--- config.mk ---
export PLATFORM = sky130hd
export DESIGN_NAME = charger_status_fault_regs
export DESIGN_NICKNAME = d
export VERILOG_FILES = /design/src/logic/charger_regs_pkg.sv /design/src/logic/charger_status_fault_regs.sv /design/src/logic/serial_reg_port.sv
export SDC_FILE = /design/constraint.sdc
export NUM_CORES = 1
export LEC_CHECK = 0
export CAP_MARGIN = 10
export CORE_ASPECT_RATIO = 0.9
export CORE_MARGIN = 5
export CORE_UTILIZATION = 56
export DETAILED_ROUTE_END_ITERATION = 10
export DONT_BUFFER_PORTS = 1
export MAX_ROUTING_LAYER = met4
export PLACE_DENSITY = 0.79
export SLEW_MARGIN = 20
export SYNTH_ARGS = -nofsm -noshare
export SYNTH_HDL_FRONTEND = slang
export SYNTH_HIERARCHICAL = 1
export SYNTH_SLANG_ARGS = --single-unit
--- constraint.sdc ---
create_clock -name i_core_clk -period 1.75 [get_ports i_core_clk]
set_input_delay 0.175 -clock i_core_clk [delete_from_list [all_inputs] [get_ports i_core_clk]]
set_output_delay 0.175 -clock i_core_clk [all_outputs]
set_load 0.005 [all_outputs]
--- src/logic/charger_regs_pkg.sv ---
/*
 * Constants of the charger status, fault and temperature-sense register
 * bank: serial slave address, register offsets, field positions, reset
 * values and the layout of the synchronised input vector.
 * Assumes a single core clock; no timing counts are needed.
 */
`default_nettype none

package charger_regs_pkg;

	// -------------------------------------------------------------
	// serial port and map
	// -------------------------------------------------------------
	localparam logic [6:0] SLAVE_ADDR   = 7'h6A;
	localparam logic [7:0] ADDR_STATUS  = 8'h00;
	localparam logic [7:0] ADDR_FAULT   = 8'h01;
	localparam logic [7:0] ADDR_TS      = 8'h02;
	localparam logic [7:0] UNMAPPED_VAL = 8'hFF;

	// -------------------------------------------------------------
	// charge-state codes
	// -------------------------------------------------------------
	typedef enum logic [1:0] {
		CHG_READY       = 2'h0,
		CHG_IN_PROGRESS = 2'h1,
		CHG_DONE        = 2'h2,
		CHG_FAULT       = 2'h3
	} charge_state_e;

	// -------------------------------------------------------------
	// field positions
	// -------------------------------------------------------------
	localparam int ST_SHIP  = 5;
	localparam int ST_RSTF  = 4;
	localparam int FM_OV    = 3;
	localparam int FM_UV    = 2;
	localparam int FM_BUV   = 1;
	localparam int FM_OCP   = 0;
	localparam int TS_EN    = 7;

	// -------------------------------------------------------------
	// reset values
	// -------------------------------------------------------------
	localparam logic [3:0] FAULT_MASK_RST = 4'h0;
	localparam logic       TS_EN_RST      = 1'b1;
	localparam logic [3:0] TS_LOW_RST     = 4'h8;
	localparam logic       SHIP_RST       = 1'b0;

	// -------------------------------------------------------------
	// synchronised input vector
	// -------------------------------------------------------------
	localparam int PIN_SCL  = 0;
	localparam int PIN_SDA  = 1;
	localparam int PIN_RSTC = 2;
	localparam int PIN_TMR  = 3;
	localparam int PIN_CD   = 4;
	localparam int PIN_DPM  = 5;
	localparam int PIN_OV   = 6;
	localparam int PIN_UV   = 7;
	localparam int PIN_BUV  = 8;
	localparam int PIN_OCP  = 9;
	localparam int PIN_SYS  = 10;
	localparam int PIN_CHG0 = 11;
	localparam int PIN_CHG1 = 12;
	localparam int PIN_TS0  = 13;
	localparam int PIN_TS1  = 14;
	localparam int NPINS    = 15;
	// idle bus high, system switch reported on
	localparam logic [14:0] SYNC_RST = 15'h0403;

endpackage

`default_nettype wire

--- src/logic/charger_status_fault_regs.sv ---
/*
 * Status, ship-mode, fault-flag/mask and temperature-sense control
 * register bank of a battery charge manager, reached over a serial
 * two-wire slave port.
 * Assumes condition inputs come from analog comparators outside the
 * clock domain; the bus master does not need clock stretching.
 */
// Notes on behaviour
// - charge state bits 7:6 show live condition
// - status bit 5 write-only ship request, reset 0
// - reset flag set on event, read clears
// - timer flag held; cleared by disable toggle
// - status bit 2 mirrors input dpm activity
// - overvoltage flag held while condition persists
// - undervoltage flag once per event, read clears
// - battery undervoltage flag held while present
// - battery overcurrent flag cleared by read
// - fault bits 3:0 masks, reset zero
// - status resets bit5 clear, bit0 set
// - fault flags read-only, masks read-write
// - ts bit7, bits3:0 read-write, reset 1/1000
// - unmapped register reads all ones
// - slave address 6A, seven-bit addressing
`timescale 1ns/1ns
`default_nettype none

module charger_status_fault_regs (
	// clock and reset
	input  wire logic       i_core_clk,
	input  wire logic       i_nrst,
	// serial bus pins
	input  wire logic       i_scl,
	input  wire logic       i_sda_in,
	output logic            o_sda_out,
	output logic            o_sda_oe_n,
	// charger conditions
	input  wire logic [1:0] i_charge_state,
	input  wire logic       i_reset_condition,
	input  wire logic       i_timer_fault,
	input  wire logic       i_chip_disable_input,
	input  wire logic       i_input_dpm_active,
	input  wire logic       i_input_overvoltage,
	input  wire logic       i_input_undervoltage,
	input  wire logic       i_battery_undervoltage,
	input  wire logic       i_battery_overcurrent,
	input  wire logic       i_sys_switch_en,
	input  wire logic [1:0] i_ts_fault_mode,
	// control outputs
	output logic            o_ship_mode_request,
	output logic      [3:0] o_fault_masks,
	output logic            o_ts_enable,
	output logic      [3:0] o_ts_event_ctrl
);
	import charger_regs_pkg::*;

	logic [NPINS-1:0] pins;
	logic [NPINS-1:0] s1_q;
	logic [NPINS-1:0] s2_q;
	logic [NPINS-1:0] s3_q;
	logic [NPINS-1:0] pin_q;
	logic [NPINS-1:0] prev_q;
	logic [7:0]       rd_data;
	logic [7:0]       ptr;
	logic             wr;
	logic [7:0]       wr_addr;
	logic [7:0]       wr_data;
	logic             rd_done;
	logic [7:0]       done_addr;
	logic             port_oe_n;
	logic             rstf_q;
	logic             tmr_q;
	logic             ov_q;
	logic             uv_q;
	logic             buv_q;
	logic             ocp_q;
	logic             clr_status;
	logic             clr_fault;
	logic             rst_rise;
	logic             uv_rise;
	logic             ocp_rise;
	logic             cd_edge;

	// -------------------------------------------------------------
	// input synchronisers
	// -------------------------------------------------------------
	assign pins = {i_ts_fault_mode, i_charge_state, i_sys_switch_en,
		i_battery_overcurrent, i_battery_undervoltage,
		i_input_undervoltage, i_input_overvoltage, i_input_dpm_active,
		i_chip_disable_input, i_timer_fault, i_reset_condition,
		i_sda_in, i_scl};

	always_ff @(posedge i_core_clk or negedge i_nrst) begin
		if (!i_nrst) begin
			s1_q   <= SYNC_RST;
			s2_q   <= SYNC_RST;
			s3_q   <= SYNC_RST;
			pin_q  <= SYNC_RST;
			prev_q <= SYNC_RST;
		end else begin
			s1_q   <= pins;
			s2_q   <= s1_q;
			s3_q   <= s2_q;
			// take a bit only once stages two and three agree
			pin_q  <= (~(s2_q ^ s3_q) & s3_q) | ((s2_q ^ s3_q) & pin_q);
			prev_q <= pin_q;
		end
	end

	assign rst_rise = pin_q[PIN_RSTC] & ~prev_q[PIN_RSTC];
	assign uv_rise  = pin_q[PIN_UV] & ~prev_q[PIN_UV];
	assign ocp_rise = pin_q[PIN_OCP] & ~prev_q[PIN_OCP];
	assign cd_edge  = pin_q[PIN_CD] ^ prev_q[PIN_CD];

	// -------------------------------------------------------------
	// serial port
	// -------------------------------------------------------------
	serial_reg_port u_port (
		.i_core_clk  (i_core_clk),
		.i_nrst      (i_nrst),
		.i_scl       (pin_q[PIN_SCL]),
		.i_sda       (pin_q[PIN_SDA]),
		.o_sda_oe_n  (port_oe_n),
		.i_rd_data   (rd_data),
		.o_ptr       (ptr),
		.o_wr        (wr),
		.o_wr_addr   (wr_addr),
		.o_wr_data   (wr_data),
		.o_rd_done   (rd_done),
		.o_done_addr (done_addr)
	);

	assign o_sda_oe_n = port_oe_n;

	// open drain: data is always low, only the enable moves
	always_ff @(posedge i_core_clk or negedge i_nrst) begin
		if (!i_nrst) begin
			o_sda_out <= 1'b0;
		end else begin
			o_sda_out <= 1'b0;
		end
	end

	// -------------------------------------------------------------
	// writable fields
	// -------------------------------------------------------------
	always_ff @(posedge i_core_clk or negedge i_nrst) begin
		if (!i_nrst) begin
			o_ship_mode_request <= SHIP_RST;
			o_fault_masks       <= FAULT_MASK_RST;
			o_ts_enable         <= TS_EN_RST;
			o_ts_event_ctrl     <= TS_LOW_RST;
		end else if (wr) begin
			case (wr_addr)
			ADDR_STATUS: begin
				o_ship_mode_request <= wr_data[ST_SHIP];
			end
			ADDR_FAULT: begin
				o_fault_masks <= wr_data[3:0];
			end
			ADDR_TS: begin
				o_ts_enable     <= wr_data[TS_EN];
				o_ts_event_ctrl <= wr_data[3:0];
			end
			default: begin
			end
			endcase
		end
	end

	// -------------------------------------------------------------
	// fault and event flags
	// -------------------------------------------------------------
	// cleared only once the byte holding them has gone out
	assign clr_status = rd_done && done_addr == ADDR_STATUS;
	assign clr_fault  = rd_done && done_addr == ADDR_FAULT;

	// set beats clear in the same cycle
	always_ff @(posedge i_core_clk or negedge i_nrst) begin
		if (!i_nrst) begin
			rstf_q <= 1'b0;
			tmr_q  <= 1'b0;
		end else begin
			rstf_q <= rst_rise | (rstf_q & ~clr_status);
			tmr_q  <= pin_q[PIN_TMR] | (tmr_q & ~cd_edge);
		end
	end

	always_ff @(posedge i_core_clk or negedge i_nrst) begin
		if (!i_nrst) begin
			ov_q  <= 1'b0;
			uv_q  <= 1'b0;
			buv_q <= 1'b0;
			ocp_q <= 1'b0;
		end else begin
			ov_q  <= (pin_q[PIN_OV] & ~o_fault_masks[FM_OV]) |
				(ov_q & ~clr_fault);
			uv_q  <= (uv_rise & ~o_fault_masks[FM_UV]) |
				(uv_q & ~clr_fault);
			buv_q <= (pin_q[PIN_BUV] & ~o_fault_masks[FM_BUV]) |
				(buv_q & ~clr_fault);
			ocp_q <= (ocp_rise & ~o_fault_masks[FM_OCP]) |
				(ocp_q & ~clr_fault);
		end
	end

	// -------------------------------------------------------------
	// read mux
	// -------------------------------------------------------------
	always_comb begin
		case (ptr)
		ADDR_STATUS: begin
			rd_data = {pin_q[PIN_CHG1:PIN_CHG0], 1'b0, rstf_q, tmr_q,
				pin_q[PIN_DPM], pin_q[PIN_CD], pin_q[PIN_SYS]};
		end
		ADDR_FAULT: begin
			rd_data = {ov_q, uv_q, buv_q, ocp_q, o_fault_masks};
		end
		ADDR_TS: begin
			rd_data = {o_ts_enable, pin_q[PIN_TS1:PIN_TS0], 1'b0,
				o_ts_event_ctrl};
		end
		default: begin
			rd_data = UNMAPPED_VAL;
		end
		endcase
	end
endmodule

`default_nettype wire

--- src/logic/serial_reg_port.sv ---
/*
 * Byte engine of the serial slave port: start/stop detection, address
 * match, register pointer with auto-increment, write strobes and a
 * byte-sent strobe for read-to-clear logic.
 * Assumes scl and sda already synchronised and filtered on i_core_clk,
 * and a bus slow enough to give several core cycles per bus phase.
 */
`timescale 1ns/1ns
`default_nettype none

module serial_reg_port (
	// clock and reset
	input  wire logic       i_core_clk,
	input  wire logic       i_nrst,
	// filtered bus lines
	input  wire logic       i_scl,
	input  wire logic       i_sda,
	output logic            o_sda_oe_n,
	// register side
	input  wire logic [7:0] i_rd_data,
	output logic      [7:0] o_ptr,
	output logic            o_wr,
	output logic      [7:0] o_wr_addr,
	output logic      [7:0] o_wr_data,
	output logic            o_rd_done,
	output logic      [7:0] o_done_addr
);
	import charger_regs_pkg::*;

	typedef enum {S_IDLE, S_ADDR, S_ADDR_ACK, S_RX, S_RX_ACK,
		S_TX, S_TX_ACK, S_WAIT} port_state_e;

	port_state_e state_q;
	logic        scl_q;
	logic        sda_q;
	logic [7:0]  sh_q;
	logic [3:0]  cnt_q;
	logic        rw_q;
	logic        first_q;
	logic        scl_rise;
	logic        scl_fall;
	logic        start_c;
	logic        stop_c;

	assign scl_rise = i_scl & ~scl_q;
	assign scl_fall = ~i_scl & scl_q;
	assign start_c  = scl_q & i_scl & sda_q & ~i_sda;
	assign stop_c   = scl_q & i_scl & ~sda_q & i_sda;

	always_ff @(posedge i_core_clk or negedge i_nrst) begin
		if (!i_nrst) begin
			scl_q <= 1'b1;
			sda_q <= 1'b1;
		end else begin
			scl_q <= i_scl;
			sda_q <= i_sda;
		end
	end

	// -------------------------------------------------------------
	// byte sequencer
	// -------------------------------------------------------------
	always_ff @(posedge i_core_clk or negedge i_nrst) begin
		if (!i_nrst) begin
			state_q     <= S_IDLE;
			sh_q        <= 8'h00;
			cnt_q       <= 4'h0;
			rw_q        <= 1'b0;
			first_q     <= 1'b0;
			o_sda_oe_n  <= 1'b1;
			o_ptr       <= 8'h00;
			o_wr        <= 1'b0;
			o_wr_addr   <= 8'h00;
			o_wr_data   <= 8'h00;
			o_rd_done   <= 1'b0;
			o_done_addr <= 8'h00;
		end else begin
			o_wr      <= 1'b0;
			o_rd_done <= 1'b0;
			if (start_c) begin
				state_q    <= S_ADDR;
				cnt_q      <= 4'h0;
				first_q    <= 1'b1;
				o_sda_oe_n <= 1'b1;
			end else if (stop_c) begin
				state_q    <= S_IDLE;
				o_sda_oe_n <= 1'b1;
			end else begin
				case (state_q)
				S_ADDR, S_RX: begin
					if (scl_rise && cnt_q != 4'h8) begin
						sh_q  <= {sh_q[6:0], i_sda};
						cnt_q <= cnt_q + 4'h1;
					end else if (scl_fall && cnt_q == 4'h8) begin
						if (state_q == S_ADDR) begin
							if (sh_q[7:1] == SLAVE_ADDR) begin
								o_sda_oe_n <= 1'b0;
								rw_q       <= sh_q[0];
								state_q    <= S_ADDR_ACK;
							end else begin
								state_q <= S_WAIT;
							end
						end else begin
							o_sda_oe_n <= 1'b0;
							state_q    <= S_RX_ACK;
							if (first_q) begin
								o_ptr   <= sh_q;
								first_q <= 1'b0;
							end else begin
								o_wr      <= 1'b1;
								o_wr_addr <= o_ptr;
								o_wr_data <= sh_q;
								o_ptr     <= o_ptr + 8'h01;
							end
						end
					end
				end
				S_ADDR_ACK, S_TX_ACK: begin
					if (scl_rise && state_q == S_TX_ACK && i_sda) begin
						state_q <= S_WAIT;
					end else if (scl_fall) begin
						if (rw_q) begin
							sh_q       <= i_rd_data;
							o_sda_oe_n <= i_rd_data[7];
							cnt_q      <= 4'h1;
							state_q    <= S_TX;
						end else begin
							o_sda_oe_n <= 1'b1;
							cnt_q      <= 4'h0;
							state_q    <= S_RX;
						end
					end
				end
				S_RX_ACK: begin
					if (scl_fall) begin
						o_sda_oe_n <= 1'b1;
						cnt_q      <= 4'h0;
						state_q    <= S_RX;
					end
				end
				S_TX: begin
					if (scl_fall) begin
						if (cnt_q == 4'h8) begin
							// byte fully shifted out
							o_sda_oe_n  <= 1'b1;
							o_rd_done   <= 1'b1;
							o_done_addr <= o_ptr;
							o_ptr       <= o_ptr + 8'h01;
							state_q     <= S_TX_ACK;
						end else begin
							sh_q       <= {sh_q[6:0], 1'b0};
							o_sda_oe_n <= sh_q[6];
							cnt_q      <= cnt_q + 4'h1;
						end
					end
				end
				default: begin
					o_sda_oe_n <= 1'b1;
				end
				endcase
			end
		end
	end

endmodule

`default_nettype wire

# Word-level counts from Yosys, hierarchy flattened
# Cells that the tools add are included.
# classes
add_sub_neg	2
mul	0
div	0
n_lt_le_gt_ge	0
n_eq_ne	44
n_shift	0
mux	69
bitwise_logic	51
reduce_logical	29
# ops
cell	count
2-to-1 mux 32 bit	9
one-hot mux 32 bit (4 select lines)	1
equality test 32 x 2 -> 1 bit, second input constant	3
equality test 32 x 3 -> 1 bit, second input constant	3
2-to-1 mux 8 bit	12
one-hot mux 8 bit (3 select lines)	2
equality test 32 x 1 -> 1 bit, second input constant	1
equality test 32 x 4 -> 1 bit, second input constant	1
2-to-1 mux 4 bit	8
2-to-1 mux 1 bit	31
bitwise AND 15 bit	2
AND reduction 7 bit	4
equality test 8 x 1 -> 1 bit, second input constant	3
zero test 8 bit	3
bitwise AND 1 bit	20
!= test 4 x 1 -> 1 bit, second input constant	5
inverter 1 bit	19
!= test 2 x 1 -> 1 bit, second input constant	9
equality test 8 x 2 -> 1 bit, second input constant	2
one-hot mux 4 bit (4 select lines)	1
one-hot mux 8 bit (2 select lines)	1
AND reduction 8 bit	2
inverter 15 bit	1
bitwise OR 15 bit	1
other kinds (25)	51
# totals
register_bits	169
latchBits	0
ram_bits	0
romBits	0
out_inout_bits	12
n_memories	0

# Longest topological paths before layout
# depth
depth_word	8
ltp_mapped	8
mapped_depth_nobuf	7

# Hierarchy
# The synthesis kept the hierarchy.
# modules_own_cells
mod	n_inst	cells_per_inst	area_each_um2
serial_reg_port	1	255	2710.1
charger_status_fault_regs	1	159	2655.0

# Least setup slack after synthesis
# Ideal clock, no wire load.
# synth_timing
path_kind	register to register
start	reg u_port.cnt_q[0]
end	reg u_port.o_wr_addr[2]
setup_time_ns	0.125
arrival_ns	1.734
t_required_ns	1.625
path_slack_ns	-0.109
stages_incl_launch_ff	9
n_path_buf	1
cell_sequence	dfrtp_1 inv_1 ha_1 nand3b_4 nor2_4 nand3_2 nor2_4 buf_6 mux2_2
# synth_between
elab_chain_cells	4
word_cells_on_any_way	6
# synth_rtl
element	line_no	source
from (decl)	serial_reg_port.sv:37	logic [3:0] cnt_q;
from (signal assigned)	serial_reg_port.sv:93	cnt_q <= cnt_q + 4'h1;
from (signal assigned)	serial_reg_port.sv:153	cnt_q <= cnt_q + 4'h1;
!= test 4 bit	serial_reg_port.sv:91	if (scl_rise && cnt_q != 4'h8) begin
logical AND 1 bit	serial_reg_port.sv:91	
inverter 1 bit (no source line)	--	
AND reduction 7 bit (no source line) (*)	--	
to (signal assigned)	serial_reg_port.sv:111	o_wr_addr <= o_ptr;
to (decl)	serial_reg_port.sv:23	output logic [7:0] o_wr_addr,
# Every way passes the cells marked *; elsewhere a longest branch is shown, timed or not.
# A chain may end at the register's enable or synchronous reset.

# Worst setup path in the final report
# layout_timing
start	reg u_port.cnt_q[1]
end	reg u_port.o_done_addr[6]
# layout_between
elab_chain_cells	2
# layout_rtl
element	line_no	source
equality test 4 bit	serial_reg_port.sv:143	if (cnt_q == 4'h8) begin
AND reduction 5 bit (no source line)	--	
to (signal assigned)	serial_reg_port.sv:147	o_done_addr <= o_ptr;
to (decl)	serial_reg_port.sv:26	output logic [7:0] o_done_addr
# Every way passes these cells.

==> summary.txt <==
Crit Path Category = flop to flop
family with the most delay on the worst path = buffers and inverters
Static Leak = 2.961 nW
largest net degree at the start of global routing = 133
status = complete, but fails checks
fin crit share = 0.9917
FMAX = 576.2 MHz
post-route cell area = 0.006643 mm²
drt wl/cell = 19.03 µm
starting density of the core = 0.5774
switching pwr = 2.200 mW
Cell Area, Synth = 0.005293 mm²
routability cong. = 0.9294
Vert. Die Dim = 102.2 µm
Max Fanout on Critical Path = 9
CTS Root Buffer Type = clkbuf_8
CTS Hold Buffers Added = 15
Worst-Skew Late Latency = 520 ps
Mapped Cells = 410
setup_tns = 0 ps
layout cell share with drive strength beyond 1 = 0.3598
Seq pwr share = 0.448
Max Buffers Root-to-Sink = 2
minimum clock period = 1736 ps
FF-to-FF setup slack = 10 ps
Cell Area, Placed = 0.005668 mm²
commonest non-fill, non-tap cell in the layout = dfrtp_1
failing checks = negative hold slack
R2R cell count = 7
Reg-to-Reg Start = u_port/cnt_q[1]
P_int = 5.658 mW
DR vias/cell = 5.822
cell mode on critical path = buf_6
Antenna Cells = 0
worst path bufs/invs = 3
Critical-path top delay cell = dfrtp_1
CP Launch Type = flop
Final Net Count = 499
most frequent cells in the layout = 112 x dfrtp_1, 38 x buf_4, 36 x nand2_1
DR iter-0 viols = 417
switching part of the total = 0.2800
CTS Buf Count = 17
peak per-stage delay on the critical path = 380 ps
full die area = 0.01150 mm²
Chip Width = 112.5 µm
io pins = 29
Clk pwr share = 0.412
final routed DRC violation total = 0
Clock Sinks = 132
DRT Pass-1 Iters = 5
crit path cell chain = inv_2 > ha_4 > nand3b_4 > buf_6 > nor4_4 > buf_6 > mux2_2
CTS tree = built
H-tree levels = 4
combinational power share = 0.141
port bufs = 0
initial antenna violation count = 0
reg-to-reg endpoint = u_port/o_done_addr[6]
antenna-violating nets left = 0
Syn. warnings = 6
routed via count = 3575
gr usage total = 0.2247
Final Max Tran Viols = 0
setup violators final = 0
CP Capture Type = flop
Cell Pwr Density = 1183 mW/mm²
final WL = 11680 µm
first-pass GRT wire length = 19150 µm
vias in the first global route = 3715
Core Rows = 33
Core ar. = 0.009166 mm²
Final Hold Vio Count = 132
Synth Area per Inst = 12.91 µm²
global route overflow = 0
required time of the critical path = 2150 ps
Clock Skew = 7.485 ps
Worst-path clk slew = 70 ps
Hold Path Class = primary input to async pin
syn_nets = 430
data arrival time of the worst path = 2140 ps
unrepaired setup endpoints after global routing = yes
Max rail drop VDD = 0.8303 mV
Hold Slack = -655.5 ps
synth-to-layout area growth = 25.51%
maxcap violations = 0
DP HPWL = 7251 µm
## power by group through the flow
stage          clock, mW  combinational [mW]  sequential, mW
2_1_floorplan          0               0.620            3.50
3_3_place_gp           0               0.896            3.54
3_5_place_dp           0               0.951            3.55
4_1_cts             3.31                1.05            3.51
5_1_grt             3.46                1.21            3.54
6_report            3.24                1.11            3.52
## layer usage
| layer | up-vias | wire (µm) | track usage |
|---|---|---|---|
| met1 | 1793 | 5083 | 0.2903 |
| li1 | 1608 | - | - |
| met4 | 0 | 207 | 0.07948 |
| met2 | 142 | 5685 | 0.3486 |
| met3 | 32 | 707 | 0.05980 |
| met5 | - | 0 | - |
## stage by stage
stage / power [mW] / setup slack, ps / instances / utilization
5_1_grt: 8.213 / -56.40 / 614 / 0.7247
3_5_place_dp: 4.503 / -21.40 / 555 / 0.6183
4_1_cts: 7.872 / -38.42 / 609 / 0.7136
6_report: 7.858 / 14.48 / 614 / 0.7247
2_1_floorplan: 4.119 / -70.67 / 410 / -
3_3_place_gp: 4.439 / 7.314 / 555 / 0.6183
## cell type report
class	count	area [µm²]
well taps	122	152.6
flip-flops and latches	132	3328
multi-input cells	251	1973
inverters	15	56.30
clock inverters	15	141.4
repair buffers	62	576.8
fillers	578	2524
clock buffers	17	414.1
## worst max-delay path by stage
stage | slack (ps) | to | cells past startpoint | startpoint
2_1_floorplan | -70 | u_port/o_wr_addr[2] | 8 | u_port/cnt_q[0]
3_3_place_gp | 7 | u_port/state_q[0] | 6 | flop
3_5_place_dp | -20 | u_port/o_wr_addr[2] | 8 | u_port/cnt_q[0]
4_1_cts | -40 | u_port/o_wr_addr[3] | 8 | u_port/cnt_q[1]
5_1_grt | -60 | u_port/state_q[0] | 7 | flop
6_report | 10 | u_port/o_done_addr[6] | 7 | u_port/cnt_q[1]
## timing repair
| item | 4_1_cts | 5_1_grt |
|---|---|---|
| pin swaps | 4 | 5 |
| hold endpoints to repair | 147 | 132 |
| gates cloned | 1 | 0 |
| endpoints found under the setup margin | 22 | 47 |
| resized for setup | 26 | 25 |
| setup buffers | 6 | 5 |
(Power assumes the default switching activity.)
